## config.mk

```make
export PLATFORM = sky130hd
export DESIGN_NAME = divider_step_and_channel_power
export DESIGN_NICKNAME = d
export VERILOG_FILES = /design/src/step_power_pkg.sv /design/src/divider_step_and_channel_power.sv
export SDC_FILE = /design/constraint.sdc
export NUM_CORES = 1
export LEC_CHECK = 0
export ABC_AREA = 1
export BUFFER_PORTS_ARGS = -buffer_cell sky130_fd_sc_hd__buf_2
export CORE_AREA = 3 3 71 73
export CTS_CLUSTER_DIAMETER = 100
export CTS_CLUSTER_SIZE = 20
export DETAILED_ROUTE_END_ITERATION = 10
export DIE_AREA = 0 0 74 76
export PLACE_DENSITY = 0.82
export SYNTH_ARGS = -nofsm -noshare
export SYNTH_HDL_FRONTEND = slang
export SYNTH_SLANG_ARGS = --single-unit
```

## constraint.sdc

```tcl
create_clock -name ref_clk -period 1.4 [get_ports ref_clk]
set_clock_uncertainty 0.05 [all_clocks]
set_input_delay 0.07 -clock ref_clk [delete_from_list [all_inputs] [get_ports ref_clk]]
set_output_delay 0.07 -clock ref_clk [all_outputs]
set_load 0.05 [all_outputs]
```

## src/step_power_pkg.sv

```systemverilog
// Purpose: constants and types for the divider step and channel power registers
// Assumes: 16-bit registers reached at word addresses over an internal register port
// Notes:   the rules of the block are listed below
// Overview of operation
// - bits 8 and 7 include integer dividers of channels 2 and 1 in stepping.
// - bits 6..3 include fractional dividers of channels 4..1 in stepping.
// - self-clearing bit 2 decrements included words by their step sizes.
// - self-clearing bit 1 increments included words by their step sizes.
// - bit 0 picks stepping source: 0 pins, 1 register bits.
// - power bits 7,5,3,1 switch off regulators of channels 4,3,2,1.
// - power bits 6,4,2,0 switch off fractional dividers of channels 4..1.
// - power register at address 4, resets to 54h.
// - power bits 15..8 are plain read/write storage, reset zero.
// - bits 10 and 9 include integer dividers of channels 4 and 3.
// - step register at address 3 resets to zero, pin mode, nothing pending.
package step_power_pkg;
  localparam logic [7:0]  ADDR_STEP_CTRL  = 8'h03;
  localparam logic [7:0]  ADDR_POWER_DOWN = 8'h04;
  localparam logic [15:0] RESET_STEP_CTRL = 16'h0000;
  localparam logic [15:0] RESET_POWER     = 16'h0054;
  localparam int BIT_REG_MODE  = 0;
  localparam int BIT_INC       = 1;
  localparam int BIT_DEC       = 2;
  localparam int BIT_FRAC_LO   = 3;
  localparam int BIT_INT_LO    = 7;
  localparam int N_CH          = 4;

  typedef struct packed {
    logic [3:0] int_step;
    logic [3:0] frac_step;
    logic       up;
    logic       down;
  } step_cmd_type;
endpackage : step_power_pkg

```

## src/divider_step_and_channel_power.sv

```systemverilog
// Purpose: step-control and channel power-down registers with step request generation
// Assumes: pin requests are asynchronous levels; a step fires on their rising edge
// Notes:   step outputs are one-cycle pulses carrying per-channel include masks
`timescale 1ns/1ps
`default_nettype none
module divider_step_and_channel_power (
  input  wire logic                        ref_clk,
  input  wire logic                        rst_n,
  input  wire logic [7:0]                  reg_addr,
  input  wire logic                        reg_wr,
  input  wire logic [15:0]                 reg_wdata,
  output var  logic [15:0]                 reg_rdata,
  input  wire logic                        pin_freq_up,
  input  wire logic                        pin_freq_down,
  output var  step_power_pkg::step_cmd_type step_cmd,
  output var  logic [3:0]                  regulator_off,
  output var  logic [3:0]                  frac_div_off
);
  logic [15:0] step_r, step_nxt, pwr_r, pwr_nxt, rdata_r, rdata_nxt;
  logic [2:0]  up_sync_r, dn_sync_r;
  step_power_pkg::step_cmd_type cmd_r, cmd_nxt;
  logic pin_up_edge, pin_dn_edge, req_up, req_dn;

  // only the second and third stages feed the edge detector
  assign pin_up_edge = up_sync_r[1] & ~up_sync_r[2];
  assign pin_dn_edge = dn_sync_r[1] & ~dn_sync_r[2];

  always_comb begin
    step_nxt = step_r;
    pwr_nxt  = pwr_r;
    step_nxt[step_power_pkg::BIT_INC] = 1'b0;
    step_nxt[step_power_pkg::BIT_DEC] = 1'b0;
    if (reg_wr && reg_addr == step_power_pkg::ADDR_STEP_CTRL) begin
      step_nxt = reg_wdata;
    end
    if (reg_wr && reg_addr == step_power_pkg::ADDR_POWER_DOWN) begin
      pwr_nxt = reg_wdata;
    end
    if (reg_addr == step_power_pkg::ADDR_STEP_CTRL) begin
      rdata_nxt = step_r;
    end else if (reg_addr == step_power_pkg::ADDR_POWER_DOWN) begin
      rdata_nxt = pwr_r;
    end else begin
      rdata_nxt = 16'h0000;
    end
  end

  always_comb begin
    if (step_r[step_power_pkg::BIT_REG_MODE]) begin
      req_up = step_r[step_power_pkg::BIT_INC];
      req_dn = step_r[step_power_pkg::BIT_DEC];
    end else begin
      req_up = pin_up_edge;
      req_dn = pin_dn_edge;
    end
    cmd_nxt.int_step  = step_r[step_power_pkg::BIT_INT_LO +: step_power_pkg::N_CH];
    cmd_nxt.frac_step = step_r[step_power_pkg::BIT_FRAC_LO +: step_power_pkg::N_CH];
    // opposing requests cancel so the divider words hold
    cmd_nxt.up   = req_up & ~req_dn;
    cmd_nxt.down = req_dn & ~req_up;
  end

  always_ff @(posedge ref_clk) begin
    if (!rst_n) begin
      step_r    <= step_power_pkg::RESET_STEP_CTRL;
      pwr_r     <= step_power_pkg::RESET_POWER;
      rdata_r   <= 16'h0000;
      cmd_r     <= '0;
      up_sync_r <= 3'h0;
      dn_sync_r <= 3'h0;
    end else begin
      step_r    <= step_nxt;
      pwr_r     <= pwr_nxt;
      rdata_r   <= rdata_nxt;
      cmd_r     <= cmd_nxt;
      up_sync_r <= {up_sync_r[1:0], pin_freq_up};
      dn_sync_r <= {dn_sync_r[1:0], pin_freq_down};
    end
  end

  assign reg_rdata     = rdata_r;
  assign step_cmd      = cmd_r;
  assign regulator_off = {pwr_r[7], pwr_r[5], pwr_r[3], pwr_r[1]};
  assign frac_div_off  = {pwr_r[6], pwr_r[4], pwr_r[2], pwr_r[0]};

  // a fresh write may set the bit again, so only an unrewritten bit must drop
  step_bits_clear_a: assert property (@(posedge ref_clk) disable iff (!rst_n)
    (step_r[step_power_pkg::BIT_INC]
     && !(reg_wr && reg_addr == step_power_pkg::ADDR_STEP_CTRL))
    |=> !step_r[step_power_pkg::BIT_INC]) else $error("increment bit did not self-clear");
  dec_bit_clear_a: assert property (@(posedge ref_clk) disable iff (!rst_n)
    (step_r[step_power_pkg::BIT_DEC]
     && !(reg_wr && reg_addr == step_power_pkg::ADDR_STEP_CTRL))
    |=> !step_r[step_power_pkg::BIT_DEC]) else $error("decrement bit did not self-clear");
  reg_mode_pin_a: assert property (@(posedge ref_clk) disable iff (!rst_n)
    (step_r[step_power_pkg::BIT_REG_MODE] && !step_r[step_power_pkg::BIT_INC])
    |=> !cmd_r.up) else $error("pin step taken in register mode");
  int_mask_hi_a: assert property (@(posedge ref_clk) disable iff (!rst_n)
    1'b1 |=> cmd_r.int_step[3:2] == $past(step_r[10:9])) else $error("upper integer mask wrong");
  frac_power_map_a: assert property (@(posedge ref_clk) disable iff (!rst_n)
    frac_div_off == {pwr_r[6], pwr_r[4], pwr_r[2], pwr_r[0]}) else $error("fraction power map wrong");
  reg_step_up_a: assert property (@(posedge ref_clk) disable iff (!rst_n)
    (step_r[0] && step_r[1] && !step_r[2]) |=> cmd_r.up) else $error("register increment lost");
  reg_step_down_a: assert property (@(posedge ref_clk) disable iff (!rst_n)
    (step_r[0] && step_r[2] && !step_r[1]) |=> cmd_r.down) else $error("register decrement lost");
  both_cancel_a: assert property (@(posedge ref_clk) disable iff (!rst_n)
    !(cmd_r.up && cmd_r.down)) else $error("up and down at once");
  pin_mode_src_a: assert property (@(posedge ref_clk) disable iff (!rst_n)
    (!step_r[0] && !pin_up_edge) |=> !cmd_r.up) else $error("step up without pin edge");
  int_mask_a: assert property (@(posedge ref_clk) disable iff (!rst_n)
    1'b1 |=> cmd_r.int_step == $past(step_r[10:7])) else $error("integer mask mismatch");
  frac_mask_a: assert property (@(posedge ref_clk) disable iff (!rst_n)
    1'b1 |=> cmd_r.frac_step == $past(step_r[6:3])) else $error("fraction mask mismatch");
  power_map_a: assert property (@(posedge ref_clk) disable iff (!rst_n)
    regulator_off[3] == pwr_r[7] && frac_div_off[0] == pwr_r[0]) else $error("power map wrong");
  power_write_a: assert property (@(posedge ref_clk) disable iff (!rst_n)
    (reg_wr && reg_addr == step_power_pkg::ADDR_POWER_DOWN) |=> pwr_r == $past(reg_wdata))
    else $error("power write lost");
  reset_vals_a: assert property (@(posedge ref_clk)
    !rst_n |=> (pwr_r == 16'h0054 && step_r == 16'h0000)) else $error("bad reset values");
endmodule : divider_step_and_channel_power
`default_nettype wire

```

==> results.ini, run 1 <==
[setup_path]
critPathTopFamily = flip-flops
required_ns = 1.28
critPathCaptureType = output port
crit_chain = buf_2
crit_path_start_kind = flip-flop
crit_buf_inv = 1
cp_max_fo = 3
slowest_delay_ns = 0.37
cp.arrival_ns = 0.98
path_class = flip-flop to output port
critPathSlowestCell = dfxtp_1

[layout]
multi_input_area_um2 = 895
fillers = 368
drive_above_1_share_pct = 24.4
n_antenna_cell = 0
fin_nets = 417
regArea_mm2 = 0.00128
area_growth_pct = 25.3

[power]
max-vdd-ir-drop_uv = 761
leakage_nw = 1.62
powerDensity_mw_per_mm2 = 1210

[logic_synthesis]
syn_nets = 346
ys_types = 25
yosys_warnings = 0
avgSynthCellArea_um2 = 7.83
synth-seq-cells = 64
synth_area_mm2 = 0.00248
netlist_instances = 317
yosysSeqAreaShare_pct = 51.6

[sta]
worst_pin_slew_ns = 0.338
whs_ns = 0.00790
min_period_ns = 1.10
post-route-period-util_pct = 78.7
fmax_mhz = 907
drv_slew = 0
finalSetupTns_ns = 0
max_slew_margin_pct = 77.4
finalHoldViolCount = 0
finalSetupViolations = 0
rsz0062_at_grt = false

[route]
wl_mm = 5.01
drc_errors = 0
dr.pass1.iters = 4
viasPerCell = 4.70
antenna_left = 0
dr.first_iter.drc_count = 119
vias = 2092
wl_per_cell_um = 11.2

[worst_hold_path]
hold_path_class = input pin to flip-flop

[floorplanning]
core_mm2 = 0.00441
rows = 24
die_x_um = 74
die_area_mm2 = 0.00562
initial_utilization_pct = 56.2
boundaryPins = 63
die_h_um = 76

[placed_design]
finalWeightedCongestion = 0.832
place.detailed.hpwl_mm = 3.50
place.port_buffers = 62

[cts]
cts_root_buf = clkbuf_8
cts_tree = yes
clock_latency_ns = 0.34
htree_levels = 3
cts_resized = 0
path_clk_slew_ns = 0.06
cts_setup_buffers = 0
cts.sinks = 64
cts_buffer_depth = 2
cts-buffers-inserted = 9
ctsHoldBuffers = 12

[global_routing]
grt_overflow = 0
grt_start_max_net_pins = 16
grt_antenna_before_repair = 0
grt_pass1_wl_mm = 8.49
grt_pass1_vias = 1942
grt_use_total_pct = 19.7

[job]
drv_cap = 0

[status]
status = complete, no violations

## layout by cell type, fill, tap and decap left out, drive strengths merged
cell type and count:
nand3 32, nor2 65, inv 40, a22oi 1, nor3 1, clkbuf 13
a21oi 16, bufinv 2, clkinv 2, o21ai 5, a22o 1, dfxtp 64
o22ai 3, dlygate4sd3 12, buf 69, nand2 67
## per-stage QoR
| step | total power, mW | util, % | cells | cell area [µm²] | setup slack [ns] |
|---|---|---|---|---|---|
| after floorplan | 1.98 | - | 317 | 2480 | 0.466 |
| after global placement | 2.05 | 62.9 | 417 | 2780 | 0.205 |
| after detailed placement | 2.05 | 62.9 | 417 | 2780 | 0.125 |
| after CTS | 3.76 | 70.4 | 445 | 3110 | 0.283 |
| after global routing | 3.87 | 70.4 | 445 | 3110 | 0.250 |
| final | 3.75 | 70.4 | 445 | 3110 | 0.298 |
## cell type report
| cell class | instances | share of cell area, % |
|---|---|---|
| clock inverters | 3 | 2.09 |
| well taps | 52 | 2.09 |
| flip-flops and latches | 64 | 41.2 |
| clock buffers | 13 | 4.79 |
| repair buffers | 81 | 15.9 |
| multi-input cells | 191 | 28.8 |
| inverters | 41 | 5.11 |
## synthesized netlist by cell type (all sizes together)
cell,number,area [µm²]
a22o,1,8.76
clkinv,1,3.75
o22ai,3,18.8
clkbuf,1,3.75
inv,40,155
o21ai,5,25.0
nor2,65,288
dfxtp,64,1280
nor3,1,5.00
a22oi,1,7.51
a21oi,16,80.1
nand2,67,277
buf,20,143
nand3,32,185
## metal layers
metal / track usage [%] / vias up / share of wire [%]
li1: - / 1108 / -
met1: 24.1 / 905 / 44
met2: 30.5 / 70 / 46
met3: 6.99 / 9 / 6.9
met4: 8.70 / 0 / 2.2
met5: 0 / - / 0
## cell families after synthesis
family / synth area share [%]
buf+inv: 12.3
compound gates: 5.65
flops: 51.6
simple gates: 30.4
## tightest hold or removal path, delay by kind of cell
kind,cells,cell delay (ns)
buffers and inverters,2,0.11
and+or+nand+nor,3,0.18
## worst paths after layout
path / from / endpoint / slack [ns] / cells past startpoint
setup reg to reg: step_r[0]$_SDFFE_PN0P_ / step_cmd[1]$_SDFF_PN0_ / 0.44 / 4
setup / recovery: pwr_r[0]$_SDFFE_PN0P_ / frac_div_off[0] / 0.30 / 1
hold reg to reg: dn_sync_r[0]$_SDFF_PN0_ / dn_sync_r[1]$_SDFF_PN0_ / 0.36 / 2
hold / removal: reg_wdata[13] / pwr_r[13]$_SDFFE_PN0P_ / 0.008 / 5
## report_power, final
group	switching, mW	total [mW]	internal, mW
clock	0.660	1.71	1.05
combinational	0.116	0.202	0.0856
sequential	0.00336	1.83	1.83
## registers in the layout, summed over array words and instances (netlist names)
register,cells
pwr_r,16
reg_rdata,16
step_r,16
step_cmd,10
dn_sync_r,3
up_sync_r,3
Power figures use the tool's default switching activity.
==> run 2: changes to the inputs <==
- CORE_AREA: 3 3 71 73 -> 3 3 74 76
- DIE_AREA: 0 0 74 76 -> 0 0 77 79
- PLACE_DENSITY: 0.82 -> 0.76
- clock period: 1.4 -> 1.1 ns (I/O delays scaled with it)
==> run 2 against run 1 <==
  * Utilization decreased by 3.0 points
  * Setup slack got worse by 0.25 ns
  * Cell count increased by 4.9%
  * Critical path depth unchanged
  * Die area increased by 8.2%
  * Via count increased by 3.5%
  * Sequential share of layout area decreased by 1.5 points
  * Combinational power increased by 35%
  * Count of clock-buffer cells in the layout decreased by 1
  * Highest routed layer unchanged
==> results.ini, run 2 (synthesis results as in run 1) <==
[status]
status = complete, no violations

[sta]
drv_slew = 0  ; unchanged
whs_ns = 0.0172  ; +0.00931 ns
rsz0062_at_grt = false
finalSetupViolations = 0  ; unchanged
min_period_ns = 1.06
max_slew_margin_pct = 79.2  ; +1.7 points
worst_pin_slew_ns = 0.311  ; -0.0268 ns
fmax_mhz = 947
finalSetupTns_ns = 0  ; unchanged
finalHoldViolCount = 0  ; unchanged
post-route-period-util_pct = 96.0
setup_ws_ns = 0.0435  ; -0.254 ns

[setup_path]
startpoint = pwr_r[3]$_SDFFE_PN0P_
critPathSlowestCell = dfxtp_1
required_ns = 1.00  ; -0.28 ns
path_class = flip-flop to output port
slowest_delay_ns = 0.35  ; -0.02 ns
crit_buf_inv = 1  ; unchanged
crit_path_start_kind = flip-flop
rr_startpoint = step_r[0]$_SDFFE_PN0P_
cp_max_fo = 3  ; unchanged
cp.arrival_ns = 0.95  ; -0.03 ns
critPathCaptureType = output port
critPathTopFamily = flip-flops
crit_chain = buf_2

[worst_hold_path]
min_from = reg_wdata[11]
hold_path_class = input pin to flip-flop

[route]
vias = 2165  ; +3.5%
drc_errors = 0  ; unchanged
wl_mm = 5.25  ; +4.8%
wl_per_cell_um = 11.2  ; -0.12%
viasPerCell = 4.64  ; -1.4%
dr.pass1.iters = 4  ; unchanged
antenna_left = 0  ; unchanged
dr.first_iter.drc_count = 123  ; +3.4%

[global_routing]
grt_overflow = 0  ; unchanged
grt_pass1_wl_mm = 8.88  ; +4.6%
grt_use_total_pct = 18.6  ; -1.0 points
grt_start_max_net_pins = 17  ; +1
grt_pass1_vias = 2005  ; +3.2%
grt_antenna_before_repair = 0  ; unchanged

[layout]
final_common_cell = dfxtp_1
drive_above_1_share_pct = 25.8  ; +1.3 points
n_antenna_cell = 0  ; unchanged
stdcell_area_mm2 = 0.00323  ; +3.9%
final_util_pct = 67.5  ; -3.0 points
area_growth_pct = 30.2
fin_cells = 467  ; +4.9%
final_cell_mix = 64 x dfxtp_1, 63 x nand2_1, 59 x nor2_1, 56 x buf_2, 38 x inv_1
fin_nets = 425  ; +1.9%

[floorplanning]
core_mm2 = 0.00479  ; +8.4%
die_x_um = 77  ; +4.1%
die_area_mm2 = 0.00608  ; +8.2%
die_h_um = 79  ; +3.9%
boundaryPins = 63  ; unchanged
rows = 25  ; +4.2%
initial_utilization_pct = 51.8  ; -4.4 points

[placed_design]
place.detailed.hpwl_mm = 3.69  ; +5.4%
dp_slack_ns = -0.0555  ; -0.180 ns
dp.cells = 439  ; +5.3%
place.port_buffers = 62  ; unchanged
finalWeightedCongestion = 0.773  ; -7.1%
post_dp_cell_area_mm2 = 0.00290  ; +4.4%

[power]
seq_power_share_pct = 51.7  ; +2.7 points
power.switching_mw = 0.975  ; +25%
powerDensity_mw_per_mm2 = 1400  ; +16%
combPwrFrac_pct = 6.0  ; +0.6 points
p_clk_share_pct = 42.3  ; -3.4 points
max-vdd-ir-drop_uv = 826  ; +8.6%
leakage_nw = 1.66  ; +2.7%
switching_share_pct = 21.6  ; +0.74 points
p_int_mw = 3.55  ; +19%
power.total_mw = 4.52  ; +21%

[cts]
cts-buffers-inserted = 9  ; unchanged
cts.sinks = 64  ; unchanged
path_clk_slew_ns = 0.06  ; about the same
cts_setup_buffers = 0  ; unchanged
htree_levels = 3  ; unchanged
cts_root_buf = clkbuf_8
cts_buffer_depth = 2  ; unchanged
clock_latency_ns = 0.33  ; about the same
cts_tree = yes

[job]
drv_cap = 0  ; unchanged

run 2: final cells by class:
cell class | count | area (µm²)
Clock buffer | 12 | 145
Clock inverter | 3 | 42.5
Fill cell | 428 | 1560
Inverter | 41 | 159
Multi-Input combinational cell | 191 | 895
Sequential cell | 64 | 1280
Tap cell | 67 | 83.8
Timing Repair Buffer | 89 | 623
run 2: power by group through the flow:
stage	Combinational (mW)	Clock [mW]	Sequential (mW)
5_1_grt	0.302	2.07	2.33
2_1_floorplan	0.126	0	2.40
3_5_place_dp	0.237	0	2.39
3_3_place_gp	0.233	0	2.39
6_report	0.273	1.91	2.34
4_1_cts	0.274	1.95	2.34
run 2: worst paths after layout:
kind	end	slack, ns	depth (start not counted)
worst max-delay path	regulator_off[1]	0.04	1
worst min-delay path	pwr_r[11]$_SDFFE_PN0P_	0.02	5
worst max register to register	step_cmd[1]$_SDFF_PN0_	0.14	4
worst min register to register	up_sync_r[1]$_SDFF_PN0_	0.36	2
run 2: timing repair:
item | CTS | global route
resized for setup | 1 | 6
hold buffers | 13 | 0
endpoints found under the hold margin | 16 | 0
endpoints found under the setup margin | 1 | 5
run 2: layer usage:
layer,track usage [%],wire [µm],up-vias,part of all wire (%)
met1,21.8,2240,958,43
met2,31.3,2550,70,49
met3,5.78,367,9,7.0
li1,-,-,1128,-
met5,0,0,-,0
met4,8.90,84,0,1.6
run 2: worst min-delay path: cells and delay by family:
family | cells | cell delay (ns)
AND/OR/NAND/NOR | 3 | 0.18
buffers and inverters | 2 | 0.11
==> run 3: changes to the inputs <==
- CORE_AREA: 3 3 74 76 -> 2 2 67 81
- DIE_AREA: 0 0 77 79 -> 0 0 69 83
==> run 3 against run 2 <==
  * Die area shrank 5.9%
  * Sequential cell count is the same
  * Highest routed layer unchanged
  * Clock power shrank 11%
  * Global-route usage grew 0.48 points
  * Via count grew 0.83%
  * Largest cell class unchanged
  * Cell count shrank 1.7%
==> results.ini, run 3 (synthesis results as in run 1) <==
[setup_path]
critPathCaptureType = output port
crit_buf_inv = 1  ; unchanged
startpoint = pwr_r[5]$_SDFFE_PN0P_
slowest_delay_ns = 0.35  ; about the same
crit_path_start_kind = flip-flop
crit_cells = 1  ; unchanged
required_ns = 1.00  ; about the same
path_class = flip-flop to output port
reg2regPathDepth = 4  ; unchanged
critPathTopFamily = flip-flops
rr_startpoint = step_r[0]$_SDFFE_PN0P_
cp.arrival_ns = 0.95  ; about the same
cp_max_fo = 3  ; unchanged
critPathSlowestCell = dfxtp_1
crit_chain = buf_2

[global_routing]
grt_pass1_vias = 2019  ; +0.70%
grt_use_total_pct = 19.1  ; +0.48 points
grt_pass1_wl_mm = 8.80  ; -0.86%
grt_antenna_before_repair = 0  ; unchanged
grt_overflow = 0  ; unchanged
grt_start_max_net_pins = 23  ; +6

[sta]
finalHoldViolCount = 0  ; unchanged
drv_slew = 0  ; unchanged
fmax_mhz = 946  ; about the same
worst_pin_slew_ns = 0.316  ; +0.00476 ns
min_period_ns = 1.06  ; +0.000888 ns
post-route-period-util_pct = 96.1  ; about the same
finalSetupViolations = 0  ; unchanged
max_slew_margin_pct = 78.8  ; -0.32 points
whs_ns = 0.0102  ; -0.00702 ns

[power]
leakage_nw = 1.65  ; -0.69%
power.total_mw = 4.31  ; -4.7%
max-vdd-ir-drop_uv = 757  ; -8.4%
powerDensity_mw_per_mm2 = 1350  ; -3.7%

[route]
dr.pass1.iters = 6  ; +2
viasPerCell = 4.76  ; +2.6%
wl_mm = 5.36  ; +2.2%
drc_errors = 0  ; unchanged
vias = 2183  ; +0.83%
dr.first_iter.drc_count = 223  ; +81%
wl_per_cell_um = 11.7  ; +4.0%
antenna_left = 0  ; unchanged

[floorplanning]
die_x_um = 69  ; -10%
initial_utilization_pct = 50.6  ; -1.3 points
core_mm2 = 0.00490  ; +2.5%
die_area_mm2 = 0.00573  ; -5.9%
rows = 28  ; +12%
boundaryPins = 63  ; unchanged
die_h_um = 83  ; +5.1%

[cts]
cts.sinks = 64  ; unchanged
cts-buffers-inserted = 9  ; unchanged
cts_tree = yes
clock_latency_ns = 0.33  ; about the same
cts_setup_buffers = 0  ; unchanged
path_clk_slew_ns = 0.07  ; about the same
cts_buffer_depth = 2  ; unchanged
htree_levels = 3  ; unchanged
cts_root_buf = clkbuf_8

[layout]
final_util_pct = 65.2  ; -2.3 points
final_common_cell = dfxtp_1
final_cell_mix = 64 x dfxtp_1, 63 x nand2_1, 59 x nor2_1, 56 x buf_2, 38 x inv_1
drive_above_1_share_pct = 25.3  ; -0.44 points
n_antenna_cell = 0  ; unchanged
fin_nets = 423  ; -0.47%
stdcell_area_mm2 = 0.00320  ; -0.97%
area_growth_pct = 28.9
fillers = 423  ; -1.2%

[worst_hold_path]
min_path_cells = 5  ; unchanged
hold_path_class = input pin to flip-flop
min_from = reg_wdata[11]

[job]
drv_cap = 0  ; unchanged

[placed_design]
place.detailed.hpwl_mm = 3.65  ; -0.97%
finalWeightedCongestion = 0.818  ; +5.8%
place.port_buffers = 62  ; unchanged
post_dp_cell_area_mm2 = 0.00288  ; -0.65%

[status]
status = complete, no violations

run 3: cell count changes in the layout (fill, tap and decap cells not counted), sizes merged:
cell and delta:
buf -3, clkinv +3, bufinv -1, clkinvlp -1
dlygate4sd3 +1
run 3: metrics by stage:
stage / setup slack, ns / TNS (ns) / cells
floorplan: 0.181 / 0 / 317
global placement: 0.00148 / 0 / 429
detailed placement: -0.0336 / -0.390 / 429
CTS: 0.00204 / 0 / 459
global route: -0.00448 / -0.00448 / 459
finish: 0.0426 / 0 / 459
run 3: routing by layer:
metal / up-vias / global-route usage, % / share of wire [%]
met2: 70 / 34.3 / 52
li1: 1120 / - / -
met1: 987 / 21.3 / 41
met4: 0 / 8.56 / 1.3
met5: - / 0 / 0
met3: 6 / 4.25 / 5.3
run 3: area by class of cell:
type	instances	area (µm²)	share of cell area (%)
sequential	64	1280	40.1
multi-input combinational	191	895	28.0
timing repair buffer	87	623	19.5
inverter	41	159	4.97
clock buffer	12	145	4.54
tap	60	75.1	2.35
clock inverter	4	20.0	0.626
run 3: path summary, 6_finish.rpt:
path / end / slack, ns
worst max-delay path: regulator_off[2] / 0.04
worst min-delay path: pwr_r[11]$_SDFFE_PN0P_ / 0.01
worst max register to register: step_cmd[1]$_SDFF_PN0_ / 0.17
worst min register to register: dn_sync_r[1]$_SDFF_PN0_ / 0.36
run 3: worst reg2reg max path, cell delays in order, from the launching register on:
cell and delay (ns):
dfxtp_1 0.41, nor2_1 0.07, a22o_1 0.20, nand2_1 0.06, nor2_1 0.04
run 3: where the power goes:
part	internal, mW	total (mW)	switching, mW
Sequential	2.33	2.34	0.00453
Combinational	0.119	0.271	0.152
Clock	0.865	1.70	0.839
Total	3.31	4.31	0.996
run 3: repair_timing:
action,CTS,global route
endpoints found under the setup margin,0,6
gates resized for setup,0,8
hold buffers,14,0
hold endpoints to repair,17,0
